==> src/inc/dac_load_pkg.sv <==
// Constants and carrier types for the host controller of the dual
// byte-loaded converter interface.
// Assumes one 100 MHz clock and a converter wired to the pin bundle.
//
// Contract
// - both address low loads channel A low byte.
// - address 01 loads channel A high nibble.
// - address 10 loads channel B low byte.
// - address 11 loads channel B high nibble.
// - transfer strobe low copies both input latches.
// - all strobes low makes latches transparent.
package dac_load_pkg;

    // -------------------------------------------------------------
    // Widths and field positions
    // -------------------------------------------------------------
    localparam int CODE_W = 12;
    localparam int BUS_W = 8;
    localparam int LOW_HI = 7;
    localparam int HIGH_LO = 8;
    localparam int HIGH_HI = 11;
    localparam int NIB_HI = 3;

    // -------------------------------------------------------------
    // Timing: each strobe phase lasts this long, rounded up to cycles.
    // -------------------------------------------------------------
    localparam int PHASE_NS = 50;
    localparam int CLK_NS = 10;
    localparam int PHASE_CYC = (PHASE_NS + CLK_NS - 1) / CLK_NS;
    localparam logic [3:0] PHASE_LAST = 4'(PHASE_CYC - 1);

    // Address encodings of the four input latch halves.
    localparam logic [1:0] ADR_A_LOW = 2'h0;
    localparam logic [1:0] ADR_A_HIGH = 2'h1;
    localparam logic [1:0] ADR_B_LOW = 2'h2;
    localparam logic [1:0] ADR_B_HIGH = 2'h3;

    // Pins driven toward the converter; strobes active low.
    typedef struct packed {
        logic clear_n;
        logic transfer_strobe_n;
        logic select_n;
        logic write_n;
        logic channel_pick_bit;
        logic byte_half_bit;
        logic [7:0] data;
    } pins_t;

    // Pin levels at rest: everything released, bus zero.
    localparam pins_t PINS_IDLE = '{1'b1, 1'b1, 1'b1, 1'b1, 1'b0, 1'b0, 8'h00};

    // Controller states, one-hot.
    typedef enum logic [5:0] {
        ST_IDLE = 6'h01,
        ST_WRITE = 6'h02,
        ST_GAP = 6'h04,
        ST_XFER = 6'h08,
        ST_CLEAR = 6'h10,
        ST_DONE = 6'h20
    } state_t;

endpackage

==> src/design/dac_load_host.sv <==
// Host-side controller that loads two 12-bit codes into the converter
// as four byte writes, then pulses the transfer strobe.
// Assumes pins are sampled by the converter asynchronously to this clock.
`timescale 1ns/1ps
module dac_load_host
(
    input wire logic clock_i,
    input wire logic rst_i,
    input wire logic start_i,
    input wire logic clear_i,
    input wire logic [11:0] code_a_i,
    input wire logic [11:0] code_b_i,
    output logic ready_o,
    output logic done_o,
    output dac_load_pkg::pins_t pins_o
);

    // -------------------------------------------------------------
    // State
    // -------------------------------------------------------------
    dac_load_pkg::state_t state_r, state_nxt; // Sequencer state.
    logic [1:0] step_r, step_nxt; // Which latch half is being written.
    logic [3:0] cnt_r, cnt_nxt; // Cycles spent in the current phase.
    logic [23:0] codes_r, codes_nxt; // Captured codes, B above A.
    dac_load_pkg::pins_t pins_r, pins_nxt; // Registered pin levels.
    logic done_r, done_nxt; // One-cycle completion pulse.

    // Picks the data byte for a given latch half.
    function automatic logic [7:0] byte_for(input logic [1:0] adr, input logic [23:0] c);
        logic [11:0] code;
        // The upper code of the pair belongs to channel B.
        if (adr[1])
            code = c[2 * dac_load_pkg::CODE_W - 1:dac_load_pkg::CODE_W];
        else
            code = c[dac_load_pkg::CODE_W - 1:0];
        if (adr[0])
            byte_for = {4'h0, code[dac_load_pkg::HIGH_HI:dac_load_pkg::HIGH_LO]};
        else
            byte_for = code[dac_load_pkg::LOW_HI:0];
    endfunction

    // -------------------------------------------------------------
    // Next-state logic
    // -------------------------------------------------------------
    // The strobes are held for whole phases, with address and data set on the edge they fall
    // and steady until after they rise, since the converter latches are level-driven.
    always_comb
    begin
        state_nxt = state_r;
        step_nxt = step_r;
        cnt_nxt = cnt_r + 4'h1;
        codes_nxt = codes_r;
        pins_nxt = pins_r;
        done_nxt = 1'b0;
        case (state_r)
            dac_load_pkg::ST_IDLE:
            begin
                cnt_nxt = 4'h0;
                pins_nxt = dac_load_pkg::PINS_IDLE;
                if (clear_i)
                begin
                    // Clear beats loading; every latch goes to zero.
                    pins_nxt.clear_n = 1'b0;
                    state_nxt = dac_load_pkg::ST_CLEAR;
                end
                else if (start_i)
                begin
                    codes_nxt = {code_b_i, code_a_i};
                    step_nxt = dac_load_pkg::ADR_A_LOW;
                    pins_nxt.select_n = 1'b0;
                    pins_nxt.write_n = 1'b0;
                    pins_nxt.channel_pick_bit = 1'b0;
                    pins_nxt.byte_half_bit = 1'b0;
                    pins_nxt.data = byte_for(dac_load_pkg::ADR_A_LOW, {code_b_i, code_a_i});
                    state_nxt = dac_load_pkg::ST_WRITE;
                end
            end
            dac_load_pkg::ST_WRITE:
            begin
                // Address bits choose the half: 00 A low, 01 A high,
                // 10 B low, 11 B high.
                if (cnt_r == dac_load_pkg::PHASE_LAST)
                begin
                    cnt_nxt = 4'h0;
                    pins_nxt.write_n = 1'b1;
                    pins_nxt.select_n = 1'b1;
                    state_nxt = dac_load_pkg::ST_GAP;
                end
            end
            dac_load_pkg::ST_GAP:
            begin
                // Strobes released, latches hold; the address moves only as the strobes fall again.
                if (cnt_r == dac_load_pkg::PHASE_LAST)
                begin
                    cnt_nxt = 4'h0;
                    if (step_r == dac_load_pkg::ADR_B_HIGH)
                    begin
                        // Select high, write and transfer low: copy both.
                        pins_nxt.write_n = 1'b0;
                        pins_nxt.transfer_strobe_n = 1'b0;
                        state_nxt = dac_load_pkg::ST_XFER;
                    end
                    else
                    begin
                        step_nxt = step_r + 2'h1;
                        pins_nxt.channel_pick_bit = step_nxt[1];
                        pins_nxt.byte_half_bit = step_nxt[0];
                        pins_nxt.data = byte_for(step_nxt, codes_r);
                        pins_nxt.select_n = 1'b0;
                        pins_nxt.write_n = 1'b0;
                        state_nxt = dac_load_pkg::ST_WRITE;
                    end
                end
            end
            dac_load_pkg::ST_XFER:
            begin
                // Select stays high so the latches are never transparent;
                // the host never uses the all-low mode.
                if (cnt_r == dac_load_pkg::PHASE_LAST)
                begin
                    pins_nxt = dac_load_pkg::PINS_IDLE;
                    state_nxt = dac_load_pkg::ST_DONE;
                end
            end
            dac_load_pkg::ST_CLEAR:
            begin
                if (cnt_r == dac_load_pkg::PHASE_LAST)
                begin
                    pins_nxt = dac_load_pkg::PINS_IDLE;
                    state_nxt = dac_load_pkg::ST_DONE;
                end
            end
            dac_load_pkg::ST_DONE:
            begin
                done_nxt = 1'b1;
                state_nxt = dac_load_pkg::ST_IDLE;
            end
            default:
            begin
                pins_nxt = dac_load_pkg::PINS_IDLE;
                state_nxt = dac_load_pkg::ST_IDLE;
            end
        endcase
    end

    // -------------------------------------------------------------
    // Registers
    // -------------------------------------------------------------
    // Reset parks the pins released so the converter holds its codes.
    always_ff @(posedge clock_i or posedge rst_i)
    begin
        if (rst_i)
        begin
            state_r <= dac_load_pkg::ST_IDLE;
            step_r <= 2'h0;
            cnt_r <= 4'h0;
            codes_r <= 24'h000000;
            pins_r <= dac_load_pkg::PINS_IDLE;
            done_r <= 1'b0;
        end
        else
        begin
            state_r <= state_nxt;
            step_r <= step_nxt;
            cnt_r <= cnt_nxt;
            codes_r <= codes_nxt;
            pins_r <= pins_nxt;
            done_r <= done_nxt;
        end
    end

    assign ready_o = (state_r == dac_load_pkg::ST_IDLE);
    assign done_o = done_r;
    assign pins_o = pins_r;

    // -------------------------------------------------------------
    // Checks
    // -------------------------------------------------------------
    property p_low_a;
        @(posedge clock_i) disable iff (rst_i)
        (ready_o && start_i && !clear_i) |=> (!pins_o.select_n && !pins_o.write_n
            && pins_o.channel_pick_bit == 1'b0 && pins_o.byte_half_bit == 1'b0
            && pins_o.data == $past(code_a_i[7:0]));
    endproperty
    a_low_a: assert property (p_low_a) else $error("channel A low byte not driven");

    property p_write_len;
        @(posedge clock_i) disable iff (rst_i)
        $fell(pins_o.write_n) && pins_o.transfer_strobe_n |-> !pins_o.write_n [*5] ##1 pins_o.write_n;
    endproperty
    a_write_len: assert property (p_write_len) else $error("write strobe length wrong");

    property p_stable;
        @(posedge clock_i) disable iff (rst_i)
        (!pins_o.write_n && !$fell(pins_o.write_n)) |-> $stable(pins_o.data)
            && $stable(pins_o.channel_pick_bit) && $stable(pins_o.byte_half_bit);
    endproperty
    a_stable: assert property (p_stable) else $error("bus moved under write");

    property p_high_nib;
        @(posedge clock_i) disable iff (rst_i)
        (!pins_o.select_n && pins_o.byte_half_bit) |-> pins_o.data[7:4] == 4'h0;
    endproperty
    a_high_nib: assert property (p_high_nib) else $error("high nibble upper bits set");

    property p_xfer;
        @(posedge clock_i) disable iff (rst_i)
        !pins_o.transfer_strobe_n |-> pins_o.select_n && !pins_o.write_n && pins_o.clear_n;
    endproperty
    a_xfer: assert property (p_xfer) else $error("transfer pins inconsistent");

    property p_no_transp;
        @(posedge clock_i) disable iff (rst_i)
        !(!pins_o.transfer_strobe_n && !pins_o.select_n);
    endproperty
    a_no_transp: assert property (p_no_transp) else $error("transparent mode entered");

    property p_clear;
        @(posedge clock_i) disable iff (rst_i)
        (ready_o && clear_i) |=> !pins_o.clear_n && pins_o.select_n && pins_o.transfer_strobe_n;
    endproperty
    a_clear: assert property (p_clear) else $error("clear not driven");

    property p_done;
        @(posedge clock_i) disable iff (rst_i)
        $fell(pins_o.transfer_strobe_n) |-> ##[5:7] done_o;
    endproperty
    a_done: assert property (p_done) else $error("done late after transfer");

endmodule

==> config.mk <==
export PLATFORM = sky130hd
export DESIGN_NAME = dac_load_host
export DESIGN_NICKNAME = d
export VERILOG_FILES = /design/src/inc/dac_load_pkg.sv /design/src/design/dac_load_host.sv
export SDC_FILE = /design/constraint.sdc
export NUM_CORES = 1
export LEC_CHECK = 0
export BUFFER_PORTS_ARGS = -buffer_cell sky130_fd_sc_hd__buf_2
export CAP_MARGIN = 20
export CORE_ASPECT_RATIO = 0.5
export CORE_UTILIZATION = 50
export CTS_CLUSTER_DIAMETER = 120
export DETAILED_ROUTE_END_ITERATION = 16
export GPL_TIMING_DRIVEN = 0
export PLACE_DENSITY = 0.81
export SETUP_SLACK_MARGIN = 0.15
export SLEW_MARGIN = 5
export SYNTH_ARGS = -nofsm -noshare
export SYNTH_HDL_FRONTEND = slang
export SYNTH_SLANG_ARGS = --single-unit
==> constraint.sdc <==
create_clock -name clock_i -period 2.25 [get_ports clock_i]
set_input_delay 0.1125 -clock clock_i [delete_from_list [all_inputs] [get_ports clock_i]]
set_output_delay 0.1125 -clock clock_i [all_outputs]
set_load 0.01 [all_outputs]
==> impl_results.md <==
* Commonest non-fill, non-tap cell in the layout: nand2_1
* Worst setup SP type: flop
* H-tree lvl count at 2
* Die Span Y at 51.84 microns
* Achievable frequency at 486.1 MHz
* Antenna-violating nets left at 0
* Post-synth EDFFs at 0
* Vias per Instance at 5.217
* Initial antenna violation count at 0
* Nets at 351
* Maximum VDD drop at 0.0004634 V
* FF+latch count, synth at 51
* Status: finished with violations
* Total die area at 5270 sq um
* Total number of yosys warnings at 0
* Clk sinks at 51
* Sw frac at 37.71%
* Clock power share at 16.1%
* Vias in the first global route at 2019
* Min Tclk post-route at 2.057 ns
* Layout cells sized above 1 at approximately 27%
* CTS Buf Count at 5
* Core area at about 4600 sq um
* Grt ovf at 0
* GRT Overall Usage at a little under a quarter
* Final Util at 66.89%
* Capturing element type of the critical path: flop
* Clk buf depth at 2
* Clk slew on worst S/H paths at 0.09 ns
* Crit path kind: reg -> reg
* Min-delay worst type: in -> reg
* Worst-path cell chain: buf_6, or4_1, nor2_1, o31a_1, buf_6, mux2_1
* DP HPWL at 3752 microns
* Met3 Usage GRT at 5.242%
* WP data required at between 2 and 2.5 ns
* Clock Tree Root: clkbuf_8
* Hold Fails Final Rpt at 2
* Commonest cells after routing, fill and taps aside: 87 x nand2_1, 49 x buf_2, 46 x dfrtp_1, 13 x dlygate4sd3_1, 10 x nor2_1
* WL final at 5321 microns
* Crit path max-delay cell type: or4_1
* RSZ-0062 raised after global routing: true
* Worst Path Arrival at 2.25 ns
* CP max stage delay at 0.57 ns
* Synth cell types at 45
* Row count at 17
* P_leak at 1.515 nW
* Largest net degree at the start of global routing at 42
* Initial core utilization at about 54%
* Post-route clock period utilization at ~91%
* Primary FF master, synth: dfrtp_1
* WP buf/inv at 2
* Global-route wire length before repair at 9156 microns
* PwrDens at 1086 nW/um^2
* Final Skew at 0.004083 ns
* Ant diodes at 0
* Combinational power share at 41.1%
* Placer Congestion at 0.8265
* Reg power frac at 42.9%
* Number of remaining DRC errors at 0
* Ys async rst share at 100.0%
* Crit-path max FO at 7
* Pre-Repair DR Iteration Count at 4
* Die X-Extent at approximately 100 microns
* M2 GR Usage at roughly 40%
* Slew margin rel. at 69.45%
* Drt wl/cell at 13.75 microns
* Delay-heaviest family, CP: simple AND/OR/NAND/NOR gates
* Grt peak-use layer: met2
* Worst hold slack at -0.001008 ns
* Sequential area share after synthesis at between 50 and 60%
* Internal Pwr Total at slightly above 2 mW
* Synthesized area at 2484 sq um
* # IOs at 44
* Cell mode on critical path: buf_6
* Worst slew pin tran at 0.4544 ns
* Syn-to-layout area delta at 23.17%
* 1st-iter DRT viols at 99
* P_sw at 1.252 mW
* CTS tree: yes
* # Max-Cap Violations at 0
* Mapped Cells at 252
* Setup TNS Final at 0 ns
* Final Slew Violations at 0
* Via count at 2019
* Skew-Pair Late Insertion Delay at 0.31 ns
* Mean Syn Cell Area at 9.856 sq um
* IO Port Bufs at 43
* M1 GR Usage at between 20% and 30%
* Syn Nets at approximately 280
* Failing checks: hold timing
* Final setup fails at 0
## per-layer routing
| metal | routed length (microns) | vias to the layer above |
|---|---|---|
| met5 | 0 | - |
| met4 | 93 | 0 |
| met3 | 235 | 12 |
| met2 | 2608 | 48 |
| met1 | 2383 | 973 |
| li1 | - | 986 |
## synthesized netlist by cell type, types with 5 or more instances
| library cell | instances | area share, % |
|---|---|---|
| nand2_1 | 87 | 13 |
| dfrtp_1 | 46 | 46 |
| o31ai_1 | 5 | 1.5 |
| inv_1 | 7 | 1.1 |
| a21oi_1 | 5 | 1.0 |
| nor2_1 | 10 | 1.5 |
| mux2i_1 | 5 | 2.0 |
| o21ai_2 | 5 | 1.8 |
| dfstp_2 | 5 | 5.3 |
| nand3_1 | 5 | 1.0 |
## timing repair
action	in CTS	in global routing
pin swaps	1	1
setup buffers	2	2
setup endpoints to repair	14	18
resized for setup	1	4
hold buffers	13	0
endpoints found under the hold margin	22	0
## kinds of logic (layout without fill, tap and decap cells)
kind of cell	Yosys count	count (layout)	synth area share, %
AO/OA/AOI/OAI	35	35	10.43
buffers and inverters	23	92	5.390
XOR/XNOR	5	5	1.763
flip-flops	51	51	51.64
AND/OR/NAND/NOR	122	122	21.81
multiplexers	13	13	7.456
adder cells (fa/ha/maj)	3	3	1.511
## final cells by class
class	count	area, sq um
timing repair buffer	61	395.4
buffer	16	110.1
clock buffer	5	68.82
sequential	51	1282
multi-input combinational	178	1074
tap	66	82.58
clock inverter	3	20.02
fill	358	1514
inverter	7	26.28
## worst register-to-register path, cell delays in order, from the launching register on
cell and delay [ns]:
dfrtp_1 0.38, buf_6 0.13, or4_1 0.57, nor2_1 0.20, o31a_1 0.19, buf_6 0.14
mux2_1 0.33
## power groups by stage
| stage | clock network (mW) | logic (mW) | registers (mW) |
|---|---|---|---|
| after floorplan | 0 | 0.976 | 1.41 |
| final | 0.533 | 1.36 | 1.42 |
| after CTS | 0.538 | 1.33 | 1.42 |
| after detailed placement | 0 | 1.29 | 1.44 |
| after global placement | 0 | 1.23 | 1.42 |
| after global routing | 0.574 | 1.52 | 1.46 |
## worst paths after layout
check,start,to,slack [ns],depth (start not counted)
max,state_r[3],pins_o[7],0.19,6
min,code_b_i[9],codes_r[21],-0.001,3
max in group asynchronous,rst_i,pins_o[12],1.41,4
max reg2reg,state_r[3],pins_o[7],0.19,6
min in group asynchronous,rst_i,state_r[2],0.28,3
min reg2reg,pins_o[9],pins_o[9],0.48,2
## registers in the layout, indices dropped and copies added (netlist names)
| signal | count |
|---|---|
| state_r | 6 |
| cnt_r | 4 |
| done_o | 1 |
| pins_o | 14 |
| step_r | 2 |
| codes_r | 24 |
## per-stage QoR
stage | power, mW | area (sq um) | setup WS (ns) | instances
floorplan | 2.386 | 2484 | 0.2750 | 252
global placement | 2.654 | 2781 | 0.04835 | 361
detailed placement | 2.731 | 2801 | 0.03112 | 362
CTS | 3.294 | 3037 | 0.2009 | 385
global route | 3.550 | 3059 | 0.1401 | 387
finish | 3.321 | 3059 | 0.1929 | 387
Note: power is estimated with default switching activity, not from simulation.
